<file path="src/design/serial_unit_pkg.sv">
// shared constants, types and register map of the dual-mode serial unit
package serial_unit_pkg;

  // ==========================================================================
  // register indices (byte address is four times the index)
  localparam logic [7:0] IDX_DATA_BUFFER = 8'hC1;
  localparam logic [7:0] IDX_BAUD_MANTISSA = 8'hC2;
  localparam logic [7:0] IDX_FRAME_CONFIG = 8'hC4;
  localparam logic [7:0] IDX_BAUD_EXPONENT = 8'hC5;
  localparam logic [7:0] IDX_IRQ_STATUS = 8'hE0;
  localparam logic [7:0] IDX_IRQ_CLEAR = 8'hE1;
  localparam logic [7:0] IDX_IRQ_ENABLE = 8'hE2;
  localparam logic [7:0] IDX_CONTROL_STATUS = 8'hF8;
  localparam logic [7:0] UNMAPPED_VALUE = 8'h00;

  // ==========================================================================
  // control/status field positions
  localparam int CS_MODE = 7;
  localparam int CS_RX_ENABLE = 6;
  localparam int CS_SLAVE = 5;
  localparam int CS_FRAMING = 4;
  localparam int CS_PARITY = 3;
  localparam int CS_RX_BYTE = 2;
  localparam int CS_TX_BYTE = 1;
  localparam int CS_ACTIVE = 0;

  // frame configuration field positions
  localparam int FRM_PARITY_EN = 0;
  localparam int FRM_PARITY_ODD = 1;
  localparam int FRM_TWO_STOP = 2;

  // interrupt status/enable/clear layout
  localparam int IRQ_WIDTH = 4;
  localparam int IRQ_RX = 0;
  localparam int IRQ_TX = 1;
  localparam int IRQ_FRAMING = 2;
  localparam int IRQ_PARITY = 3;

  // ==========================================================================
  // reset values
  localparam logic [7:0] RST_DATA_BUFFER = 8'h00;
  localparam logic [7:0] RST_BAUD_MANTISSA = 8'h00;
  localparam logic [4:0] RST_BAUD_EXPONENT = 5'h00;
  localparam logic [2:0] RST_FRAME_CONFIG = 3'h0;
  localparam logic [IRQ_WIDTH-1:0] RST_IRQ = 4'h0;

  // ==========================================================================
  // timing: eight subticks per bit, rx samples at subtick four
  localparam int BAUD_ACC_WIDTH = 25;
  localparam logic [2:0] SUB_SAMPLE = 3'h4;
  localparam logic [2:0] SUB_LAST = 3'h7;
  localparam logic [2:0] LAST_BIT = 3'h7;

  // ==========================================================================
  // engine states, gray coded along start-data-parity-stop
  typedef enum logic [2:0] {
    ST_IDLE = 3'h0,
    ST_START = 3'h1,
    ST_DATA = 3'h3,
    ST_PARITY = 3'h2,
    ST_STOP1 = 3'h6,
    ST_STOP2 = 3'h7,
    ST_SPI = 3'h5
  } engine_state_type;

  // avalon request group, address is a word index
  typedef struct packed {
    logic read;
    logic write;
    logic [7:0] address;
    logic [7:0] writedata;
  } bus_request_type;

  // spi pins seen from the unit
  typedef struct packed {
    logic sck;
    logic mosi;
    logic miso;
    logic ss_b;
  } spi_in_type;

  typedef struct packed {
    logic sck;
    logic sck_oe;
    logic mosi;
    logic mosi_oe;
    logic miso;
    logic miso_oe;
  } spi_out_type;

endpackage

</file>
<file path="src/design/baud_tick.sv">
// fractional baud generator giving eight subticks per bit
module baud_tick #(
  parameter int ACC_WIDTH = 25
) (
  input wire logic mclk,
  input wire logic rst_b,
  input wire logic ce,
  input wire logic [7:0] mantissa,
  input wire logic [4:0] exponent,
  output logic tick
);

  localparam int SUM_WIDTH = ACC_WIDTH + 16;

  logic [ACC_WIDTH-1:0] acc;
  logic [SUM_WIDTH-1:0] increment;
  logic [SUM_WIDTH-1:0] sum;

  // ==========================================================================
  // subtick rate = mclk * (256 + m) * 2^e / 2^25, bit rate is one eighth
  // of it; an increment past the accumulator range ticks every cycle
  assign increment = SUM_WIDTH'({1'b1, mantissa}) << exponent;
  assign sum = SUM_WIDTH'(acc) + increment;

  // phase accumulator, carry out is the tick
  always_ff @(posedge mclk or negedge rst_b) begin
    if (!rst_b) begin
      acc <= '0;
      tick <= 1'b0;
    end else if (ce) begin
      acc <= sum[ACC_WIDTH-1:0];
      tick <= |sum[SUM_WIDTH-1:ACC_WIDTH];
    end
  end

endmodule // baud_tick

</file>
<file path="src/design/usart_data_baud_status_regs.sv">
// dual-mode serial unit: uart or spi, with avalon register access
//
// The Avalon-MM register port was chosen for this implementation.
module usart_data_baud_status_regs #(
  parameter int BAUD_ACC_WIDTH = serial_unit_pkg::BAUD_ACC_WIDTH
) (
  input wire logic mclk,
  input wire logic rst_b,
  input wire logic ce,
  input wire serial_unit_pkg::bus_request_type bus_req,
  output logic [7:0] readdata,
  output logic waitrequest,
  output logic irq,
  output logic txd,
  input wire logic rxd,
  input wire serial_unit_pkg::spi_in_type spi_in,
  output serial_unit_pkg::spi_out_type spi_out
);
  import serial_unit_pkg::*;

  // ==========================================================================
  // declarations
  logic [4:0] sync_1;
  logic [4:0] sync_2;
  logic rxd_s;
  spi_in_type spi_s;
  logic sck_prev;
  logic tick;

  logic [7:0] tx_buffer;
  logic [7:0] rx_buffer;
  logic [7:0] baud_mantissa;
  logic [4:0] baud_exponent;
  logic [2:0] frame_config;
  logic mode_uart;
  logic rx_enable;
  logic spi_slave;
  logic framing_error_flag;
  logic parity_error;
  logic rx_byte;
  logic tx_byte;
  logic [IRQ_WIDTH-1:0] irq_status;
  logic [IRQ_WIDTH-1:0] irq_enable;
  logic tx_pending;

  engine_state_type tx_state;
  engine_state_type next_tx_state;
  logic [2:0] tx_sub;
  logic [2:0] tx_bit;
  logic [7:0] tx_shift;
  logic tx_parity;
  logic spi_sample;

  engine_state_type rx_state;
  engine_state_type next_rx_state;
  logic [2:0] rx_sub;
  logic [2:0] rx_bit;
  logic [7:0] rx_shift;
  logic rx_parity;

  // ==========================================================================
  // next state of a frame, shared by both engines
  function automatic engine_state_type frame_next(input engine_state_type state,
                                                  input logic [2:0] bit_index,
                                                  input logic [2:0] cfg);
    engine_state_type result;
    result = ST_IDLE;
    case (state)
      ST_START: result = ST_DATA;
      ST_DATA: begin
        if (bit_index != LAST_BIT) result = ST_DATA;
        else if (cfg[FRM_PARITY_EN]) result = ST_PARITY;
        else result = ST_STOP1;
      end
      ST_PARITY: result = ST_STOP1;
      ST_STOP1: result = cfg[FRM_TWO_STOP] ? ST_STOP2 : ST_IDLE;
      ST_SPI: result = (bit_index == LAST_BIT) ? ST_IDLE : ST_SPI;
      default: result = ST_IDLE;
    endcase
    return result;
  endfunction

  // ==========================================================================
  // pin synchronisers; only the second stage is read by logic
  always_ff @(posedge mclk or negedge rst_b) begin
    if (!rst_b) begin
      // idle levels: rxd and select high, sck low, so no false edge follows reset
      sync_1 <= 5'h17;
      sync_2 <= 5'h17;
      sck_prev <= 1'b0;
    end else if (ce) begin
      sync_1 <= {rxd, spi_in};
      sync_2 <= sync_1;
      sck_prev <= spi_s.sck;
    end
  end

  assign rxd_s = sync_2[4];
  assign spi_s = spi_in_type'(sync_2[3:0]);

  baud_tick #(
    .ACC_WIDTH(BAUD_ACC_WIDTH)
  ) u_baud (
    .mclk(mclk),
    .rst_b(rst_b),
    .ce(ce),
    .mantissa(baud_mantissa),
    .exponent(baud_exponent),
    .tick(tick)
  );

  // ==========================================================================
  // avalon slave decode: one wait cycle, then the request is accepted
  wire bus_active = bus_req.read | bus_req.write;
  wire accept = bus_active & ~waitrequest;
  wire wr = accept & bus_req.write;
  wire [7:0] wd = bus_req.writedata;
  wire [7:0] addr = bus_req.address;
  wire wr_data = wr & (addr == IDX_DATA_BUFFER);
  wire wr_mantissa = wr & (addr == IDX_BAUD_MANTISSA);
  wire wr_exponent = wr & (addr == IDX_BAUD_EXPONENT);
  wire wr_frame = wr & (addr == IDX_FRAME_CONFIG);
  wire wr_cs = wr & (addr == IDX_CONTROL_STATUS);
  wire wr_irq_clear = wr & (addr == IDX_IRQ_CLEAR);
  wire wr_irq_enable = wr & (addr == IDX_IRQ_ENABLE);

  // busy covers the engines only, a queued byte alone is not activity
  wire unit_active = (tx_state != ST_IDLE) | (rx_state != ST_IDLE);
  wire [7:0] control_status_value = {mode_uart, rx_enable, spi_slave, framing_error_flag,
                                     parity_error, rx_byte, tx_byte, unit_active};

  // read selection; the clear register is write-only and reads zero
  wire [7:0] read_value =
    (addr == IDX_DATA_BUFFER) ? rx_buffer :
    (addr == IDX_BAUD_MANTISSA) ? baud_mantissa :
    (addr == IDX_BAUD_EXPONENT) ? {3'h0, baud_exponent} :
    (addr == IDX_FRAME_CONFIG) ? {5'h00, frame_config} :
    (addr == IDX_CONTROL_STATUS) ? control_status_value :
    (addr == IDX_IRQ_STATUS) ? {4'h0, irq_status} :
    (addr == IDX_IRQ_ENABLE) ? {4'h0, irq_enable} :
    UNMAPPED_VALUE;

  // handshake flops; waitrequest idles high so no request is missed
  always_ff @(posedge mclk or negedge rst_b) begin
    if (!rst_b) begin
      waitrequest <= 1'b1;
      readdata <= 8'h00;
    end else if (ce) begin
      waitrequest <= ~(bus_active & waitrequest);
      if (bus_req.read & waitrequest) readdata <= read_value;
    end
  end

  // ==========================================================================
  // transmit engine decode: uart frames, spi master and spi slave
  wire tx_is_spi = tx_state == ST_SPI;
  wire tx_is_slave = tx_is_spi & spi_slave;
  wire slave_rise = spi_s.sck & ~sck_prev;
  wire slave_fall = ~spi_s.sck & sck_prev;
  wire slave_load = ~mode_uart & spi_slave & ~spi_s.ss_b;
  wire tx_load = (tx_state == ST_IDLE) & (slave_load | (tx_pending & (mode_uart | ~spi_slave)));
  wire tx_abort = tx_is_slave & spi_s.ss_b;
  wire tx_sub_step = tick & (tx_state != ST_IDLE) & ~tx_is_slave;
  wire tx_bit_end = tx_sub_step & (tx_sub == SUB_LAST);
  wire spi_sample_now = tx_is_spi &
                        (spi_slave ? slave_rise : tx_sub_step & (tx_sub == SUB_SAMPLE));
  wire spi_sample_in = spi_slave ? spi_s.mosi : spi_s.miso;
  wire tx_shift_now = ((tx_state == ST_DATA) & tx_bit_end) |
                      (tx_is_spi & (spi_slave ? slave_fall : tx_bit_end));
  wire tx_advance = tx_bit_end | (tx_is_slave & slave_fall);
  wire spi_done = tx_is_spi & tx_shift_now & (tx_bit == LAST_BIT);
  wire tx_uart_done = tx_bit_end & ~tx_is_spi & (next_tx_state == ST_IDLE);
  wire tx_line = (tx_state == ST_START) ? 1'b0 :
                 (tx_state == ST_DATA) ? tx_shift[0] :
                 (tx_state == ST_PARITY) ? tx_parity : 1'b1;

  assign next_tx_state = frame_next(tx_state, tx_bit, frame_config);

  // transmit engine; lsb first, parity folded in while shifting
  always_ff @(posedge mclk or negedge rst_b) begin
    if (!rst_b) begin
      tx_state <= ST_IDLE;
      tx_sub <= 3'h0;
      tx_bit <= 3'h0;
      tx_shift <= RST_DATA_BUFFER;
      tx_parity <= 1'b0;
      spi_sample <= 1'b0;
    end else if (ce) begin
      if (tx_load) begin
        tx_state <= mode_uart ? ST_START : ST_SPI;
        tx_shift <= tx_buffer;
        tx_sub <= 3'h0;
        tx_bit <= 3'h0;
        tx_parity <= frame_config[FRM_PARITY_ODD];
      end else if (tx_abort) begin
        tx_state <= ST_IDLE;
      end else begin
        if (tx_sub_step) tx_sub <= tx_sub + 3'h1;
        if (spi_sample_now) spi_sample <= spi_sample_in;
        if (tx_shift_now) begin
          tx_shift <= {spi_sample, tx_shift[7:1]};
          tx_parity <= tx_parity ^ tx_shift[0];
          tx_bit <= tx_bit + 3'h1;
        end
        if (tx_advance) tx_state <= next_tx_state;
      end
    end
  end

  // ==========================================================================
  // receive engine decode; a high line at mid start is a glitch
  wire rx_start = (rx_state == ST_IDLE) & mode_uart & rx_enable & ~rxd_s;
  wire rx_sample_now = (rx_state != ST_IDLE) & tick & (rx_sub == SUB_SAMPLE);
  wire rx_stop1 = rx_sample_now & (rx_state == ST_STOP1);
  wire rx_stop2 = rx_sample_now & (rx_state == ST_STOP2);

  assign next_rx_state = ((rx_state == ST_START) & rxd_s) ? ST_IDLE :
                         frame_next(rx_state, rx_bit, frame_config);

  // receive engine; states advance at each mid-bit sample
  always_ff @(posedge mclk or negedge rst_b) begin
    if (!rst_b) begin
      rx_state <= ST_IDLE;
      rx_sub <= 3'h0;
      rx_bit <= 3'h0;
      rx_shift <= RST_DATA_BUFFER;
      rx_parity <= 1'b0;
    end else if (ce) begin
      if (rx_start) begin
        rx_state <= ST_START;
        rx_sub <= 3'h0;
        rx_bit <= 3'h0;
        rx_parity <= frame_config[FRM_PARITY_ODD];
      end else if (~mode_uart | ~rx_enable) begin
        rx_state <= ST_IDLE;
      end else begin
        if ((rx_state != ST_IDLE) & tick) rx_sub <= rx_sub + 3'h1;
        if (rx_sample_now) begin
          rx_state <= next_rx_state;
          if (rx_state == ST_DATA) begin
            rx_shift <= {rxd_s, rx_shift[7:1]};
            rx_bit <= rx_bit + 3'h1;
          end
          if ((rx_state == ST_DATA) | (rx_state == ST_PARITY)) rx_parity <= rx_parity ^ rxd_s;
        end
      end
    end
  end

  // ==========================================================================
  // events: rx byte flag at first stop, tx byte flag after the last stop; second stop can only add framing
  wire rx_got = rx_stop1 | spi_done;
  wire tx_sent = tx_uart_done | spi_done;
  wire framing_set = (rx_stop1 | rx_stop2) & ~rxd_s;
  wire parity_set = rx_stop1 & frame_config[FRM_PARITY_EN] & rx_parity;
  wire [IRQ_WIDTH-1:0] irq_events = {parity_set, framing_set, tx_sent, rx_got};
  wire [IRQ_WIDTH-1:0] irq_clear_mask = wr_irq_clear ? wd[IRQ_WIDTH-1:0] : RST_IRQ;

  // configuration registers and the transmit queue flag
  always_ff @(posedge mclk or negedge rst_b) begin
    if (!rst_b) begin
      tx_buffer <= RST_DATA_BUFFER;
      baud_mantissa <= RST_BAUD_MANTISSA;
      baud_exponent <= RST_BAUD_EXPONENT;
      frame_config <= RST_FRAME_CONFIG;
      mode_uart <= 1'b0;
      rx_enable <= 1'b0;
      spi_slave <= 1'b0;
      irq_enable <= RST_IRQ;
      tx_pending <= 1'b0;
    end else if (ce) begin
      if (wr_data) tx_buffer <= wd;
      if (wr_mantissa) baud_mantissa <= wd;
      if (wr_exponent) baud_exponent <= wd[4:0];
      if (wr_frame) frame_config <= wd[2:0];
      if (wr_cs) begin
        mode_uart <= wd[CS_MODE];
        rx_enable <= wd[CS_RX_ENABLE];
        spi_slave <= wd[CS_SLAVE];
      end
      if (wr_irq_enable) irq_enable <= wd[IRQ_WIDTH-1:0];
      // a new write while queued replaces the queued byte
      tx_pending <= wr_data | (tx_pending & ~tx_load);
    end
  end

  // status flags: a hardware set wins over a software write or clear
  always_ff @(posedge mclk or negedge rst_b) begin
    if (!rst_b) begin
      rx_buffer <= RST_DATA_BUFFER;
      framing_error_flag <= 1'b0;
      parity_error <= 1'b0;
      rx_byte <= 1'b0;
      tx_byte <= 1'b0;
      irq_status <= RST_IRQ;
    end else if (ce) begin
      if (rx_stop1) rx_buffer <= rx_shift;
      else if (spi_done) rx_buffer <= {spi_sample, tx_shift[7:1]};
      framing_error_flag <= framing_set | (wr_cs ? wd[CS_FRAMING] : framing_error_flag);
      parity_error <= parity_set | (wr_cs ? wd[CS_PARITY] : parity_error);
      rx_byte <= rx_got | (wr_cs ? wd[CS_RX_BYTE] : rx_byte);
      // a fresh data write means the last byte is not yet out
      tx_byte <= tx_sent | (wr_cs ? wd[CS_TX_BYTE] : (tx_byte & ~wr_data));
      irq_status <= irq_events | (irq_status & ~irq_clear_mask);
    end
  end

  // ==========================================================================
  // registered pins; master sck idles low and rises at subtick four
  always_ff @(posedge mclk or negedge rst_b) begin
    if (!rst_b) begin
      txd <= 1'b1;
      irq <= 1'b0;
      spi_out <= '0;
    end else if (ce) begin
      txd <= tx_line;
      irq <= |(irq_status & irq_enable);
      spi_out.sck <= tx_is_spi & ~spi_slave & tx_sub[2];
      spi_out.sck_oe <= ~mode_uart & ~spi_slave;
      spi_out.mosi <= tx_shift[0];
      spi_out.mosi_oe <= ~mode_uart & ~spi_slave;
      spi_out.miso <= tx_shift[0];
      spi_out.miso_oe <= ~mode_uart & spi_slave & ~spi_s.ss_b;
    end
  end

endmodule // usart_data_baud_status_regs

</file>
<file path="config.mk">
export PLATFORM = sky130hd
export DESIGN_NAME = usart_data_baud_status_regs
export DESIGN_NICKNAME = d
export VERILOG_FILES = /design/src/design/serial_unit_pkg.sv /design/src/design/baud_tick.sv /design/src/design/usart_data_baud_status_regs.sv
export SDC_FILE = /design/constraint.sdc
export NUM_CORES = 1
export LEC_CHECK = 0
export BUFFER_PORTS_ARGS = -buffer_cell sky130_fd_sc_hd__buf_2
export CAP_MARGIN = 20
export CORE_MARGIN = 4
export CORE_UTILIZATION = 40
export DETAILED_ROUTE_END_ITERATION = 6
export GPL_TIMING_DRIVEN = 0
export PLACE_DENSITY_LB_ADDON = 0.25
export SYNTH_ARGS = -nofsm -noshare
export SYNTH_HDL_FRONTEND = slang
export SYNTH_HIERARCHICAL = 1
export SYNTH_SLANG_ARGS = --single-unit
</file>
<file path="constraint.sdc">
create_clock -name mclk -period 7.08 [get_ports mclk]
set_input_delay 1.062 -clock mclk [delete_from_list [all_inputs] [get_ports mclk]]
set_output_delay 1.062 -clock mclk [all_outputs]
set_load 0.01 [all_outputs]
</file>
==> results by group <==
STA
  – Hold Vio Cnt, Final: 0
  – RSZ-0062 raised after global routing: no
  – Setup violators final: 0
  – Pins Over Slew Limit: 0
  – TNS Setup: 0 ns
  – Max-slew headroom: 51.1%
  – Upper clock frequency limit: between 200 and 250 MHz
  – Final period util: about 65%
  – Final clock skew: 0.0160 ns
  – Worst-Margin Slew: approximately 0.72 ns
  – Hold WS: around 0.47 ns
  – Final min period: 4.61 ns

Global routing
  – First-pass GRT wire length: about 38 mm
  – Gr busiest metal: met2
  – Initial antenna violation count: 0
  – Largest net degree at the start of global routing: 80
  – Met3 usage: 4.23%
  – GRT Total Usage: between 10% and 20%
  – GRT overflow: 0
  – Met1 usage: approximately 28%
  – Number of global-route vias before repair: 6947
  – Met2 Track Usage GR: 30.3%

Yosys
  – Mux share of post-synthesis cell area: roughly an eighth
  – Area contributors post-synth: dfrtp_1, mux2_2, ha_1
  – Largest family of logic cells by synthesized area: compound AO/OA/AOI/OAI gates
  – XOR/XNOR Fraction of Synth Area: roughly 2.3%
  – Synth cell count leaders: dfrtp_1, mux2_2, nand2_1, nor2_1, a21oi_1
  – Number of synthesized flops with an enable pin: 0
  – Post-synthesis sequential area ratio: between 30% and 40%
  – Synth area leader: dfrtp_1
  – Adder-Cell Fraction of Synth Area: 5.01%
  – Netlist cell types: between 100 and 150
  – Post-Syn Area: 0.00889 mm²
  – Ys flop type: dfrtp_1
  – Gate Count Post-Synth: 903
  – Post-synthesis async set-or-reset flop share: 100%
  – Synth top area share: 35.8%
  – Yosys warnings: 6
  – Post-Syn Area per Cell: roughly 9.8 µm²
  – Synth Net Count: between 900 and 1000
  – Most numerous cell in the Yosys netlist: dfrtp_1
  – Compound-gate portion of the synthesized area: roughly a fifth
  – Synthesized flop and latch total: roughly 140
  – Simple-gate share of the synthesized area: 16.0%

Power and ir drop
  – Pwr per Cell Area: roughly 220 mW/mm²
  – Lkg Pwr: ~4.5 nW
  – Total chip power: between 2 and 2.5 mW
  – Maximum vdd drop: approximately 0.00013 V

Die
  – I/O pins: 43
  – Die Y-Extent: around 160 µm
  – Num rows: 54
  – Core area: between 0.02 and 0.025 mm²
  – Die width: around 160 µm
  – Full die area: ~0.025 mm²
  – Starting density of the core: around two fifths

Placement
  – DP HPWL: ~18 mm
  – Cells after DPL: around 1200
  – GPL Wtd Cong: 0.893
  – Port Buffers: between 40 and 50
  – Post-DP Area: 0.00948 mm²

Clock tree
  – CTS resizes: 0
  – Max clock buf depth: 2
  – Clock Sinks: approximately 140
  – Post-CTS Hold Buffers: 0
  – Clock Latency Late Sink: approximately 0.43 ns
  – CTS tree: done
  – Reg clk slew, reported paths: 0.07 ns
  – # Post-CTS Setup Buffers: 0
  – Cts bufs inserted: 17
  – Htree depth: 4
  – Clock Tree Root: clkbuf_16

Setup path
  – R2R depth: 14
  – Crit end category: flop
  – Crit Path Class: flop to flop
  – CP arrival: between 4 and 5 ns
  – Startpoint types: flop
  – Max FO, Critical Path: 10
  – Critical Path RT: 7.36 ns

Detailed routing
  – Average wire per standard cell: between 15 and 20 µm
  – DRT antenna net count: 0
  – Initial DRC count: approximately 520
  – Vias per Instance: between 5 and 6
  – DRC: 0
  – DR vias: 7362
  – WL final: between 20 and 25 mm
  – Initial DRT Pass Iterations: 5

Finish
  – Layout cells sized above 1: approximately a quarter
  – Post-layout net count: approximately 1000
  – Finished Layout Cells: ~1300
  – Final Cell Area: roughly 0.01 mm²
  – # fillers: 2060
  – ANT cells: 0
  – Multi-input gate area: ~0.0051 mm²
  – Layout area overhead: 13.2%
  – Reg area: 0.00344 mm²

Worst hold path
  – Hold Path Stages: 2
  – Hold/Removal Path Class: flop to flop

Job
  – Max Cap Viol: 0

Outcome
  – Outcome: complete, no violations
[state kept, by name, indices dropped and copies added (netlist names), 5 cells and up]
register	count
sync_1	5
baud_mantissa	8
rx_shift	8
tx_buffer	8
rx_buffer	8
u_baud/acc	25
tx_shift	8
readdata	8
sync_2	5
baud_exponent	5
[stage by stage]
stage                     worst slack, ns  utilization (%)
final                                2.47             46.1
after global routing                 1.93             46.1
after CTS                            2.49             46.1
after detailed placement             2.53             43.4
after global placement               2.36             43.3
after floorplan                      3.39                -
[path summary, 6_finish.rpt]
kind                                        from             end  slack [ns]
min in group asynchronous                  rst_b  u_baud/acc[21]        0.60
worst min-delay path                 readdata[7]     readdata[7]        0.47
worst min register to register       readdata[7]     readdata[7]        0.47
worst max register to register  baud_exponent[0]     u_baud/tick        2.47
worst max-delay path            baud_exponent[0]     u_baud/tick        2.47
max in group asynchronous                  rst_b             txd        5.68
[area by class of cell]
type | instances | share of cell area, %
Clock buffer | 17 | 4.23
Timing Repair Buffer | 42 | 2.38
Clock inverter | 15 | 1.55
Inverter | 26 | 0.995
Multi-Input combinational cell | 693 | 50.5
Buffer | 47 | 2.65
Tap cell | 280 | 3.48
Sequential cell | 137 | 34.2
[worst max-delay path: stages (launching register included)]
cell and delay [ns]:
dfrtp_1 0.53, buf_6 0.21, mux4_2 0.52, a22oi_1 0.32, o22ai_1 0.21, and2_1 0.22
ha_1 0.36, a21oi_1 0.17, nand2_1 0.10, a221oi_1 0.40, a211oi_1 0.18, o41ai_1 0.63
o2111ai_1 0.23, a32oi_1 0.24, a41oi_1 0.14
[kinds of logic (layout without fill, tap and decap cells)]
kind of cell / Yosys count / after routing
AND/OR/NAND/NOR: 266 / 266
adder cells (fa/ha/maj): 35 / 35
XOR/XNOR: 23 / 23
buffers and inverters: 73 / 147
flip-flops: 137 / 137
AO/OA/AOI/OAI: 266 / 266
multiplexers: 103 / 103
[routing by layer]
layer | up-vias | routed length (µm)
li1 | 3502 | -
met1 | 3610 | 11200
met2 | 222 | 10900
met3 | 28 | 1340
met4 | 0 | 416
met5 | - | 0
[power by group]
group | leakage [nW] | internal [mW] | switching (mW)
clock network | 0.288 | 0.499 | 0.386
registers | 1.82 | 0.863 | 0.0529
logic | 2.42 | 0.185 | 0.216
total | 4.52 | 1.55 | 0.655
[placed cells by master, fill, tap and decap left out, types with 6 or more instances in the layout]
master     instances
a211oi_1          11
a21o_1            12
a21oi_1           61
a221oi_1           6
a22oi_1           19
and2_1             6
and3_1             8
buf_1              6
buf_2             52
buf_4              8
buf_6              7
clkbuf_1          15
clkbuf_16         17
dfrtp_1          127
dfstp_2           10
ha_1              34
inv_1             24
mux2_2            87
mux2i_1           11
nand2_1           81
nand2b_1           9
nand3_1           21
nand4_1            7
nor2_1            67
nor2b_1           10
nor3_1             7
o211ai_1           7
o21ai_0           49
o21ai_1           10
o221a_2            8
o22ai_1           11
o31ai_1            6
xnor2_1           14
xor2_1             9
No activity file was read; power rests on OpenSTA's default activity.
